`src/verilog/bors_pkg.sv`:
```
// Operation
// RL1: Hold reset through about 3 ms delay after power-up or deep dip.
// RL2: Delay starts when supply passes trigger level, regardless of threshold.
// RL3: Starting the delay loads the idle timer with a value 0x00F0 to 0x00FF.
// RL4: Idle timer counts only when above threshold and delay is done.
// RL5: Once detector is alive, block holds device in reset.
// RL6: Supply falling below threshold asserts reset at once.
// RL7: Delay already done at threshold crossing: countdown starts right away.
// RL8: Shallow dip skips the delay; countdown starts on threshold return.
// RL9: Only idle timer underflow releases the brownout reset.
// RL10: Brownout reset acts exactly like the external reset.
// RL11: No further reset after release while supply stays above threshold.
// RL12: Each detector activation presets 240-256 cycle countdown, asserts reset.
// RL13: Reset does not initialize data registers or RAM.
// RL14: Device resets on external reset low or brownout reset active.
// RL15: External reset must be held low at least one instruction cycle.
// RL16: Supply flags synchronized; delay counter terminal count near 3 ms.
package bors_pkg;

  localparam int unsigned CLK_HZ = 100_000_000;
  localparam int unsigned STARTUP_DELAY_TIME_US = 3000;
  localparam int unsigned STARTUP_CYCLES =
    (STARTUP_DELAY_TIME_US * (CLK_HZ / 1_000_000));
  localparam int unsigned DLY_W = 19;
  localparam logic [15:0] IDLE_PRESET = 16'h00F0;
  localparam logic [15:0] IDLE_PRESET_MAX = 16'h00FF;
  localparam int unsigned INSTR_DIV = 10;
  localparam logic [3:0] INSTR_DIV_LAST = 4'h9;

  typedef enum logic [3:0] {
    ST_OFF = 4'h1,
    ST_DELAY = 4'h2,
    ST_WAIT = 4'h4,
    ST_RUN = 4'h8
  } bors_state_t;

  typedef struct packed {
    logic above_trigger;
    logic above_threshold;
    logic ext_reset_n;
  } bors_supply_t;

  typedef struct packed {
    logic core_reset;
    logic brownout_reset;
    logic countdown_active;
  } bors_status_t;

endpackage

```
`src/verilog/bors_sequencer.sv`:
```
`timescale 1ns/100ps
`default_nettype none
module bors_sequencer #(
  parameter int unsigned STARTUP_CYCLES = bors_pkg::STARTUP_CYCLES
) (
  input wire logic sys_clk,
  input wire logic reset,
  input wire logic supply_above_trigger,
  input wire logic supply_above_threshold,
  input wire logic ext_reset_n,
  output bors_pkg::bors_status_t status,
  output logic [15:0] idle_count,
  output logic instruction_cycle
);

  typedef struct packed {
    bors_pkg::bors_state_t fsm;
    logic delay_done;
    logic [bors_pkg::DLY_W-1:0] dly_cnt;
    logic [15:0] idle_cnt;
    logic [3:0] div_cnt;
    logic tick;
    logic [3:0] preset_lo;
    bors_pkg::bors_status_t stat;
  } bors_seq_state_t;

  bors_seq_state_t st_q;
  bors_seq_state_t st_d;
  bors_pkg::bors_supply_t sup_async;
  bors_pkg::bors_supply_t sup;
  logic [bors_pkg::DLY_W-1:0] dly_last;

  assign sup_async = '{above_trigger: supply_above_trigger,
                       above_threshold: supply_above_threshold,
                       ext_reset_n: ext_reset_n};
  assign dly_last = bors_pkg::DLY_W'(STARTUP_CYCLES - 1);

  bors_sync u_sync (
    .sys_clk(sys_clk),
    .reset(reset),
    .async_in(sup_async),
    .sync_out(sup)
  );

  function automatic logic [15:0] idle_preset(input logic [3:0] lo);
    idle_preset = bors_pkg::IDLE_PRESET | {12'h000, lo};
  endfunction

  always_comb begin
    st_d = st_q;
    st_d.tick = 1'b0;
    if (st_q.div_cnt == bors_pkg::INSTR_DIV_LAST) begin
      st_d.div_cnt = 4'h0;
      st_d.tick = 1'b1;
    end else begin
      st_d.div_cnt = st_q.div_cnt + 4'h1;
    end
    // Free-running low nibble picks the preset within 00F0..00FF
    st_d.preset_lo = st_q.preset_lo + 4'h1;

    case (st_q.fsm)
      bors_pkg::ST_OFF: begin
        st_d.delay_done = 1'b0;
        st_d.dly_cnt = '0;
        if (sup.above_trigger) begin
          st_d.fsm = bors_pkg::ST_DELAY; // RL2
          st_d.idle_cnt = idle_preset(st_q.preset_lo); // RL3
        end
      end
      bors_pkg::ST_DELAY: begin
        if (!sup.above_trigger) begin
          st_d.fsm = bors_pkg::ST_OFF; // RL1
        end else if (st_q.dly_cnt == dly_last) begin
          st_d.delay_done = 1'b1; // RL16
          st_d.fsm = bors_pkg::ST_WAIT;
        end else begin
          st_d.dly_cnt = st_q.dly_cnt + {{(bors_pkg::DLY_W-1){1'b0}}, 1'b1};
        end
      end
      bors_pkg::ST_WAIT: begin
        if (!sup.above_trigger) begin
          st_d.fsm = bors_pkg::ST_OFF; // RL1
        end else if (!sup.above_threshold) begin
          st_d.idle_cnt = idle_preset(st_q.preset_lo); // RL12
        end else if (st_q.delay_done && st_q.tick) begin
          // RL4 RL7 RL8
          if (st_q.idle_cnt == 16'h0000) begin
            st_d.fsm = bors_pkg::ST_RUN; // RL9
          end else begin
            st_d.idle_cnt = st_q.idle_cnt - 16'h0001;
          end
        end
      end
      bors_pkg::ST_RUN: begin
        if (!sup.above_trigger) begin
          st_d.fsm = bors_pkg::ST_OFF; // RL1
        end else if (!sup.above_threshold) begin
          st_d.fsm = bors_pkg::ST_WAIT; // RL6 RL8
          st_d.idle_cnt = idle_preset(st_q.preset_lo); // RL12
        end
      end
      default: begin
        st_d.fsm = bors_pkg::ST_OFF;
      end
    endcase

    // Preset held while below threshold, also on a deep drop to off
    if (!sup.above_threshold) begin
      st_d.idle_cnt = idle_preset(st_q.preset_lo); // RL12
    end

    // Brownout reset held in every state but run; RL11 follows from ST_RUN
    st_d.stat.brownout_reset = (st_d.fsm != bors_pkg::ST_RUN); // RL5 RL6 RL9
    st_d.stat.countdown_active = (st_d.fsm == bors_pkg::ST_WAIT) &&
      st_d.delay_done && sup.above_threshold;
    // Same core reset for both sources; no data storage is cleared here
    st_d.stat.core_reset = st_d.stat.brownout_reset ||
      !sup.ext_reset_n; // RL10 RL14 RL13 RL15
  end

  always_ff @(posedge sys_clk or posedge reset) begin
    if (reset) begin
      st_q.fsm <= bors_pkg::ST_OFF;
      st_q.delay_done <= 1'b0;
      st_q.dly_cnt <= '0;
      st_q.idle_cnt <= bors_pkg::IDLE_PRESET_MAX;
      st_q.div_cnt <= 4'h0;
      st_q.tick <= 1'b0;
      st_q.preset_lo <= 4'h0;
      st_q.stat <= 3'b110;
    end else begin
      st_q <= st_d;
    end
  end

  assign status = st_q.stat;
  assign idle_count = st_q.idle_cnt;
  assign instruction_cycle = st_q.tick;

endmodule
`default_nettype wire

```
`src/verilog/bors_sync.sv`:
```
`timescale 1ns/100ps
`default_nettype none
module bors_sync (
  input wire logic sys_clk,
  input wire logic reset,
  input wire bors_pkg::bors_supply_t async_in,
  output bors_pkg::bors_supply_t sync_out
);

  typedef struct packed {
    bors_pkg::bors_supply_t meta;
    bors_pkg::bors_supply_t stable;
  } bors_sync_state_t;

  bors_sync_state_t st_q;
  bors_sync_state_t st_d;

  // Two flops per level, reset to supply-low, reset pin high
  always_comb begin
    st_d.meta = async_in; // RL16
    st_d.stable = st_q.meta;
  end

  always_ff @(posedge sys_clk or posedge reset) begin
    if (reset) begin
      st_q <= '{meta: 3'b001, stable: 3'b001};
    end else begin
      st_q <= st_d;
    end
  end

  assign sync_out = st_q.stable;

endmodule
`default_nettype wire
```
`config.mk`:
```
export PLATFORM = sky130hd
export DESIGN_NAME = bors_sequencer
export DESIGN_NICKNAME = d
export VERILOG_FILES = /design/src/verilog/bors_pkg.sv /design/src/verilog/bors_sequencer.sv /design/src/verilog/bors_sync.sv
export SDC_FILE = /design/constraint.sdc
export NUM_CORES = 1
export LEC_CHECK = 0
export ABC_AREA = 1
export BUFFER_PORTS_ARGS = -buffer_cell sky130_fd_sc_hd__buf_2
export CORE_ASPECT_RATIO = 0.7
export CORE_MARGIN = 2
export CORE_UTILIZATION = 55
export CTS_CLUSTER_DIAMETER = 150
export CTS_CLUSTER_SIZE = 20
export DETAILED_ROUTE_END_ITERATION = 16
export MAX_ROUTING_LAYER = met4
export PLACE_DENSITY = 0.74
export SYNTH_ARGS = -nofsm -noshare
export SYNTH_HDL_FRONTEND = slang
export SYNTH_SLANG_ARGS = --single-unit
```
`constraint.sdc`:
```
create_clock -name sys_clk -period 2.35 [get_ports sys_clk]
set_input_delay 0.1175 -clock sys_clk [delete_from_list [all_inputs] [get_ports sys_clk]]
set_output_delay 0.1175 -clock sys_clk [all_outputs]
set_load 0.05 [all_outputs]
```
======== Word level (Yosys, flattened, before mapping) ========
Cells that the tools add are included.
Widths: inputs -> output; s select.
cells by class
  add/subtract/negate cells ............... 4
  $mul .................................... 0
  div/mod/pow operators ................... 0
  order comparisons ....................... 0
  equal/unequal tests ..................... 15
  shift operators ......................... 0
  multiplexer cells ....................... 21
  bitwise logic cells ..................... 0
  reduce and logical (&&, ||, !) cells .... 9
operators by type and width
  operator               number
  $mux 16                5
  $pmux 20 s2            1
  $mux 4                 9
  $pmux 16 s2            1
  $mux 20                1
  $add 19x1->19 const B  1
  $eq 19x19->1 const B   1
  $mux 19                1
  $logic_not 16->1       1
  $pmux 4 s4             1
  $sub 16x1->16 const B  1
  $ne 3x3->1 const B     3
  $add 4x1->4 const B    2
  $eq 4x3->1 const B     2
  $eq 4x4->1 const B     2
  $ne 3x2->1 const B     2
  $mux 5                 1
  $reduce_and 5->1       1
  $eq 4x1->1 const B     1
  $eq 4x2->1 const B     1
  $ne 4x4->1 const B     1
  $logic_and 1x1->1      3
  $reduce_and 3->1       1
  $ne 2x1->1 const B     1
  5 further kinds        5
word-level totals
  flip-flop bits (word level) ............. 58
  latch bits .............................. 0
  bits in writable memories ............... 0
  memory bits (read-only) ................. 0
  input bits .............................. 5
  memories kept ........................... 0

======== Longest topological paths before layout ========
Gate-level depths: netlist of run 1.
  word-level depth ........................ 9
  mapped depth ............................ 12
  depth with buffers taken out ............ 11

======== By module ========
Synthesis of run 1 repeated with hierarchy kept, for this count alone.
second synthesis, totals
  cell total of the unflattened synthesis .. 456
  area, all modules ....................... 3404.5 sq um
by module, submodules not included
  module          instances  cells each  area an instance (sq um)  seq. area each (sq um)
  bors_sequencer  1          449         3248.1                    1315.0
  bors_sync       1          7           156.4                     152.6

======== Worst setup path after synthesis of run 1 ========
OpenSTA, ideal clock, no wires.
  path type ............................... register -> register
  from .................................... register st_q (netlist bit idle_count[0])
  to ...................................... register st_q (netlist bit idle_count[0])
  library setup time ...................... 69 ps
  data arrival time ....................... 1627 ps
  path slack .............................. 654 ps
  cell stages (with the launch flop) ...... 13
  path buffers ............................ 1
  period minus slack after synthesis ...... 1696 ps
  cell sequence ........................... dfstp_2 inv_1 ha_1 nand2_2 nor2_4 nand2_1 nand2_1 nand2_2 nand2_4 inv_4 buf_6 nand2_1 o21ai_2
between the ends
  cells in the longest elaborated chain, start to end .. 6
  elaborated cells between the ends (all ways) .. 9
  classes of those cells .................. add/sub (1); eq/ne (1); mux (5); reduce/logical (2)
ends and longest elaborated chain
  item                    line                   source
  start, declared         bors_sequencer.sv:27   bors_seq_state_t st_q;
  start signal, assigned  bors_sequencer.sv:132  st_q <= st_d;
  $sub 16x1->16           bors_sequencer.sv:90   st_d.idle_cnt = st_q.idle_cnt - 16'h0001;
  $mux 16                 bors_sequencer.sv:87   if (st_q.idle_cnt == 16'h0000) begin
  $mux 16                 bors_sequencer.sv:85   end else if (st_q.delay_done && st_q.tick) begin
  $mux 16                 bors_sequencer.sv:81   if (!sup.above_trigger) begin
  $pmux 16 s2             bors_sequencer.sv:61   case (st_q.fsm)
  $mux 16                 bors_sequencer.sv:108  if (!sup.above_threshold) begin
Several ways; a longest one is shown, not always the timed one. The select of a mux whose other input is x is not followed.
A chain may end at the register's enable or synchronous reset.

======== Final worst setup path of run 1 ========
  from .................................... register st_q[28] (netlist bit)
  to ...................................... register st_q[31] (netlist bit)
between the ends
  cells in the longest elaborated chain, start to end .. 4
  elaborated cells between the ends (all ways) .. 7
  classes of those cells .................. add/sub (1); eq/ne (2); mux (3); reduce/logical (1)
ends and longest elaborated chain
  item           line                  source
  $add 19x1->19  bors_sequencer.sv:77  st_d.dly_cnt = st_q.dly_cnt + {{(bors_pkg::DLY_W-1){1'b0}}, 1'b1};
  $mux 19        bors_sequencer.sv:73  end else if (st_q.dly_cnt == dly_last) begin
  $mux 20        bors_sequencer.sv:71  if (!sup.above_trigger) begin
  $pmux 20 s2    bors_sequencer.sv:61
Several ways; a longest one is shown, not always the timed one. The select of a mux whose other input is x is not followed.

==> results of run 1 <==
[state kept, by name (all words and copies together) (netlist names)]
register and flops:
status 3, idle_count 16, st_q 32, u_sync.sync_out 3, instruction_cycle 1, u_sync.st_d 3
[where the power goes]
| group | internal [mW] | switching, mW |
|---|---|---|
| registers | 1.09 | 0.0924 |
| logic | 0.166 | 0.531 |
| clock network | 0.627 | 0.420 |
[placed cells by master, fill, tap and decap left out]
cell,instances
nand2_1,119
nor2_1,59
inv_1,46
dfrtp_1,45
nand3_1,31
nand4_1,25
buf_2,24
o21ai_0,20
o21ai_2,15
dfstp_2,13
xor2_1,10
clkbuf_8,10
inv_2,9
nand2_2,8
nor2_4,6
a21oi_1,6
nor2_2,5
nor3_1,5
dlygate4sd3_1,4
nand3_4,3
o21ai_1,3
xnor2_1,3
ha_1,3
nand2_4,2
clkinvlp_4,2
clkbuf_1,2
bufinv_16,2
buf_4,2
nand3_2,1
nor3b_1,1
a21oi_2,1
o21bai_1,1
and2_1,1
inv_4,1
buf_12,1
[synthesized netlist by cell type (all sizes together)]
master / number
o21bai: 1
ha: 3
xor2: 10
and2: 1
xnor2: 3
dfrtp: 45
nand4: 25
a21oi: 7
nand3: 35
buf: 24
dfstp: 13
nor2: 70
nor3: 5
nand2: 129
o21ai: 38
clkbuf: 3
inv: 56
nor3b: 1
[kinds of logic after synthesis]
| logic type | after synthesis | synth area share |
|---|---|---|
| adders and majority gates | 3 | 0.01045 |
| xor gates and xnor gates | 13 | 0.03169 |
| buffers and inverters | 83 | 0.1194 |
| AOI/OAI and AO/OA | 46 | 0.08148 |
| and+or+nand+nor | 266 | 0.3485 |
| DFF | 58 | 0.4084 |
[final timing paths]
kind,end
max,st_q[31]
min,u_sync.sync_out[0]
max reg2reg,st_q[31]
min reg2reg,u_sync.sync_out[0]
max in group asynchronous,idle_count[0]
min in group asynchronous,st_q[31]
[what timing repair did]
action / CTS / global route
hold endpoints to repair: 48 / 0
setup endpoints to repair: 0 / 0
hold buffers: 4 / 0
[layer usage]
layer | GRT usage | routed length, um | up-vias
li1 | - | - | 1512
met4 | 0.07610 | 78 | 0
met3 | 0.05951 | 444 | 6
met5 | - | 0 | -
met1 | 0.3528 | 3915 | 1412
met2 | 0.3244 | 3200 | 91
[layout make-up]
type,instances,area (um^2),area share
multi-input cells,328,1697,0.4362
well taps,78,97.59,0.02509
clock inverters,4,75.07,0.01930
clock buffers,12,145.1,0.03731
repair buffers,31,195.2,0.05018
inverters,56,212.7,0.05468
flip-flops and latches,58,1468,0.3773
[worst max-delay path, stage by stage (launching register included)]
cell     delay, ns
dfrtp_1       0.46
ha_1          0.27
nand2_2       0.11
nor2_2        0.17
inv_2         0.07
nor2_4        0.15
nand3_4       0.12
nand2_4       0.22
inv_2         0.15
nand3_1       0.09
o21ai_1       0.06
[metrics by stage]
step,std cells,worst slack (ns)
floorplan,469,0.6545
global placement,547,0.5075
detailed placement,547,0.3999
CTS,567,0.3894
global route,567,0.2214
finish,567,0.3774
==> metrics.yaml, run 1 <==
min_path:
  hp-class: "flip-flop to flip-flop"
  holdPathStages: 0
  hold_start: "u_sync.st_d[0]"
synth:
  synth_top_area_cell: "dfrtp_1"
  netlist_instances: 469
  synth_fp_nets: 477
  netlist_area_um2: 3593
  seq_area_frac_synth: 0.4084
  yosysWarnings: 0
  synth_top_area_share: 0.3134
  synth.avg_cell_area_um2: 7.662
  synth.distinct_cells: 33
  ys_ff_latch: 58
  synth_area_leaders: "dfrtp_1 31%, nand2_1 12%, dfstp_2 9.5%"
route:
  antenna_left: 0
  dr.pass1.iters: 5
  totalWireLength_um: 7639
  drt_iter0_drc: 206
  wl_per_cell_um: 13.47
  vias_per_cell: 5.328
  route.vias.total: 3021
  drc: 0
placement:
  portBuffers: 24
  place_area_um2: 3630
  place_congestion: 0.9281
  dp.final_hpwl_um: 5536
timing:
  setup-violations-final: 0
  fin_crit_ns: 1.973
  maxSlewViolCount: 0
  finalSetupTns_ns: 0
  finClkSkew_ns: 0.01182
  final_hold_viol_count: 0
  max_slew_margin: 0.6972
  max_freq_ghz: 0.5070
  finalHoldWorstSlack_ns: 0.3519
  rsz0062_at_grt: "no"
  finalCritPeriodShare: 0.8394
  worst_slew_pin_slew_ns: 0.4537
run:
  drv_cap: 0
pwr:
  vdd_drop_max_uv: 476.4
  p_per_area_nw_per_um2: 752.1
  power_mw: 2.926
  leakage_nw: 1.813
global_routing:
  grt_max_degree: 59
  gr-total-overflow: 0
  grt_antenna_before_repair: 0
  grt_pass1_vias: 2746
  gr-usage-all-layers: 0.2399
  grt_pass1_wl_um: 13020
clocking:
  path_clk_slew_ns: 0.07
  htree_levels: 3
  cts_resized: 0
  insertion_delay_ns: 0.34
  cts.path.max_buffers: 2
  post_cts.repair.setup_buffers: 0
  cts_buffers: 9
  cts.sinks: 58
  cts_tree: "yes"
  clock-root-buffer: "clkbuf_8"
setup_path:
  ff2ff_setup_slack_ns: 0.38
  crit_start: "st_q[28]"
  r2r_cells: 10
  critPathMaxFanout: 17
  critPathRequiredTime_ns: 2.58
  cp-start-kind: "flip-flop"
  critical_path_class: "flip-flop to flip-flop"
  rr_startpoint: "st_q[28]"
  cp_data_arrival_time_ns: 2.20
  cp-end-kind: "flip-flop"
floorplanning:
  die_w_um: 100.6
  io_pins: 25
  rows: 24
  core_um2: 6276
  die_h_um: 71.63
  initial_utilization: 0.5726
  dieArea_um2: 7206
finish:
  fillers: 521
  syn_to_final_growth_pct: 8.252
  design_area_um2: 3890
  nNetsFinal: 492
  drive_gt1_frac: 0.2147
  diodes: 0
  post-route-util: 0.6198
outcome:
  outcome: "finished clean"
(Power assumes the default switching activity.)
==> inputs of run 2 (changes only) <==
PLACE_DENSITY = 0.77   (was 0.74)
clock period = 1.7 ns   (was 2.35 ns; I/O delays follow)
==> metrics.yaml, run 2 (same netlist as run 1, synthesis figures left out) <==
clocking:
  cts_buffers: 9
  cts.path.max_buffers: 2
  htree_levels: 3
  cts_tree: "yes"
  cts.sinks: 58
  path_clk_slew_ns: 0.07
  clock-root-buffer: "clkbuf_8"
  insertion_delay_ns: 0.35
outcome:
  outcome: "finished clean"
global_routing:
  grt_pass1_vias: 2969
  grt_antenna_before_repair: 0
  grt_max_degree: 59
  gr-usage-all-layers: 0.2622
  grt_pass1_wl_um: 14050
  gr-total-overflow: 0
timing:
  maxSlewViolCount: 0
  worst_slew_pin_slew_ns: 0.3220
  final_hold_viol_count: 0
  finalHoldWorstSlack_ns: 0.3347
  fin_crit_ns: 1.663
  setup-violations-final: 0
  finalCritPeriodShare: 0.9783
  max_freq_ghz: 0.6013
  finClkSkew_ns: 0.005816
  max_slew_margin: 0.7845
floorplanning:
  die_h_um: 71.63
  dieArea_um2: 7206
  core_um2: 6276
  io_pins: 25
  die_w_um: 100.6
  initial_utilization: 0.5726
  rows: 24
finish:
  nNetsFinal: 522
  largest_register: "st_q"
  largest_reg_flops: 32
  diodes: 0
  fin_cells: 597
  final_cell_mix: "118 x nand2_1, 58 x nor2_1, 46 x inv_1"
  final_common_cell: "nand2_1"
  drive_gt1_frac: 0.2717
  fillers: 498
  syn_to_final_growth_pct: 16.99
run:
  drv_cap: 0
placement:
  dp.final_hpwl_um: 5969
  dp.cells: 572
  portBuffers: 24
  place_congestion: 0.9815
min_path:
  hp-class: "input port to asynchronous set/reset pin"
setup_path:
  critPathRequiredTime_ns: 1.91
  crit_buf_inv: 1
  crit_family: "simple AND/OR/NAND/NOR gates"
  cp-start-kind: "flip-flop"
  critPathSlowestCell: "dfstp_2"
  crit_chain: "inv_1 -> ha_2 -> nand2_2 -> nor2_4 -> nand2_1 -> nand2_2 -> nand2_8 -> nand2_8 -> nand2_1 -> o21ai_0"
  cp_data_arrival_time_ns: 1.88
  critical_path_class: "flip-flop to flip-flop"
  critPathMaxFanout: 5
  max_stage_delay_ns: 0.54
  cp-end-kind: "flip-flop"
route:
  drc: 0
  drt_iter0_drc: 343
  wl_per_cell_um: 14.50
  antenna_left: 0
  dr.pass1.iters: 5
  route.vias.total: 3244
  totalWireLength_um: 8657
  vias_per_cell: 5.434
pwr:
  vdd_drop_max_uv: 682.2
  leakage_nw: 1.990
  p_per_area_nw_per_um2: 1002
  power_mw: 4.211
[run 2: stage by stage]
step / cell area (um^2) / setup WS [ns] / utilization / TNS, ns
after floorplan: 3593 / 0.004455 / - / 0
after global placement: 3830 / 0.05822 / 0.6102 / 0
after detailed placement: 3830 / -0.01655 / 0.6102 / -0.04763
after CTS: 4079 / 0.01286 / 0.6499 / 0
after global routing: 4204 / -0.04152 / 0.6699 / -0.07616
final: 4204 / 0.03690 / 0.6699 / 0
[run 2: final cells by class]
class / count / area [um^2] / area share
clock buffer: 11 / 151.4 / 0.03601
clock inverter: 5 / 52.55 / 0.01250
inverter: 56 / 225.2 / 0.05357
multi-input combinational: 330 / 1788 / 0.4253
sequential: 58 / 1468 / 0.3491
tap: 78 / 97.59 / 0.02321
timing repair buffer: 58 / 410.4 / 0.09762
timing repair inverter: 1 / 11.26 / 0.002679
[run 2: where the power goes]
group	switching, mW	leakage [nW]	internal [mW]	total (mW)
combinational	0.871	1.14	0.411	1.28
clock	0.562	0.105	0.748	1.31
sequential	0.112	0.741	1.51	1.62
total	1.55	1.99	2.67	4.21
[run 2: final timing paths]
path,cells after the start,slack [ns],endpoint,startpoint
worst min register to register,0,0.35,u_sync.sync_out[2],u_sync.st_d[2]
worst max-delay path,10,0.04,idle_count[14],idle_count[1]
worst min-delay path,4,0.33,st_q[30],reset
worst max register to register,10,0.04,idle_count[14],idle_count[1]
max in group asynchronous,4,1.06,idle_count[7],reset
min in group sys_clk,0,0.35,u_sync.sync_out[2],u_sync.st_d[2]
[run 2: routing by layer]
layer | vias up | GRT usage | wire length, um
met5 | - | - | 0
met4 | 0 | 0.06697 | 142
met3 | 14 | 0.08585 | 826
met2 | 150 | 0.3652 | 3686
met1 | 1493 | 0.3699 | 4002
li1 | 1587 | - | -
[run 2: repair_timing]
action	CTS	global route
hold endpoints to repair	48	0
hold buffers	4	0
cloned	0	3
buffers inserted	0	2
resized for setup	2	20
pin swaps	0	6
setup endpoints to repair	8	34
[run 2: worst register-to-register path, delay by kind of cell (launching register included)]
kind            cells  cell delay (ns)
compound gates      1             0.09
fa+ha+maj           1             0.19
buf+inv             1             0.07
flops               1             0.54
simple gates        7             0.64
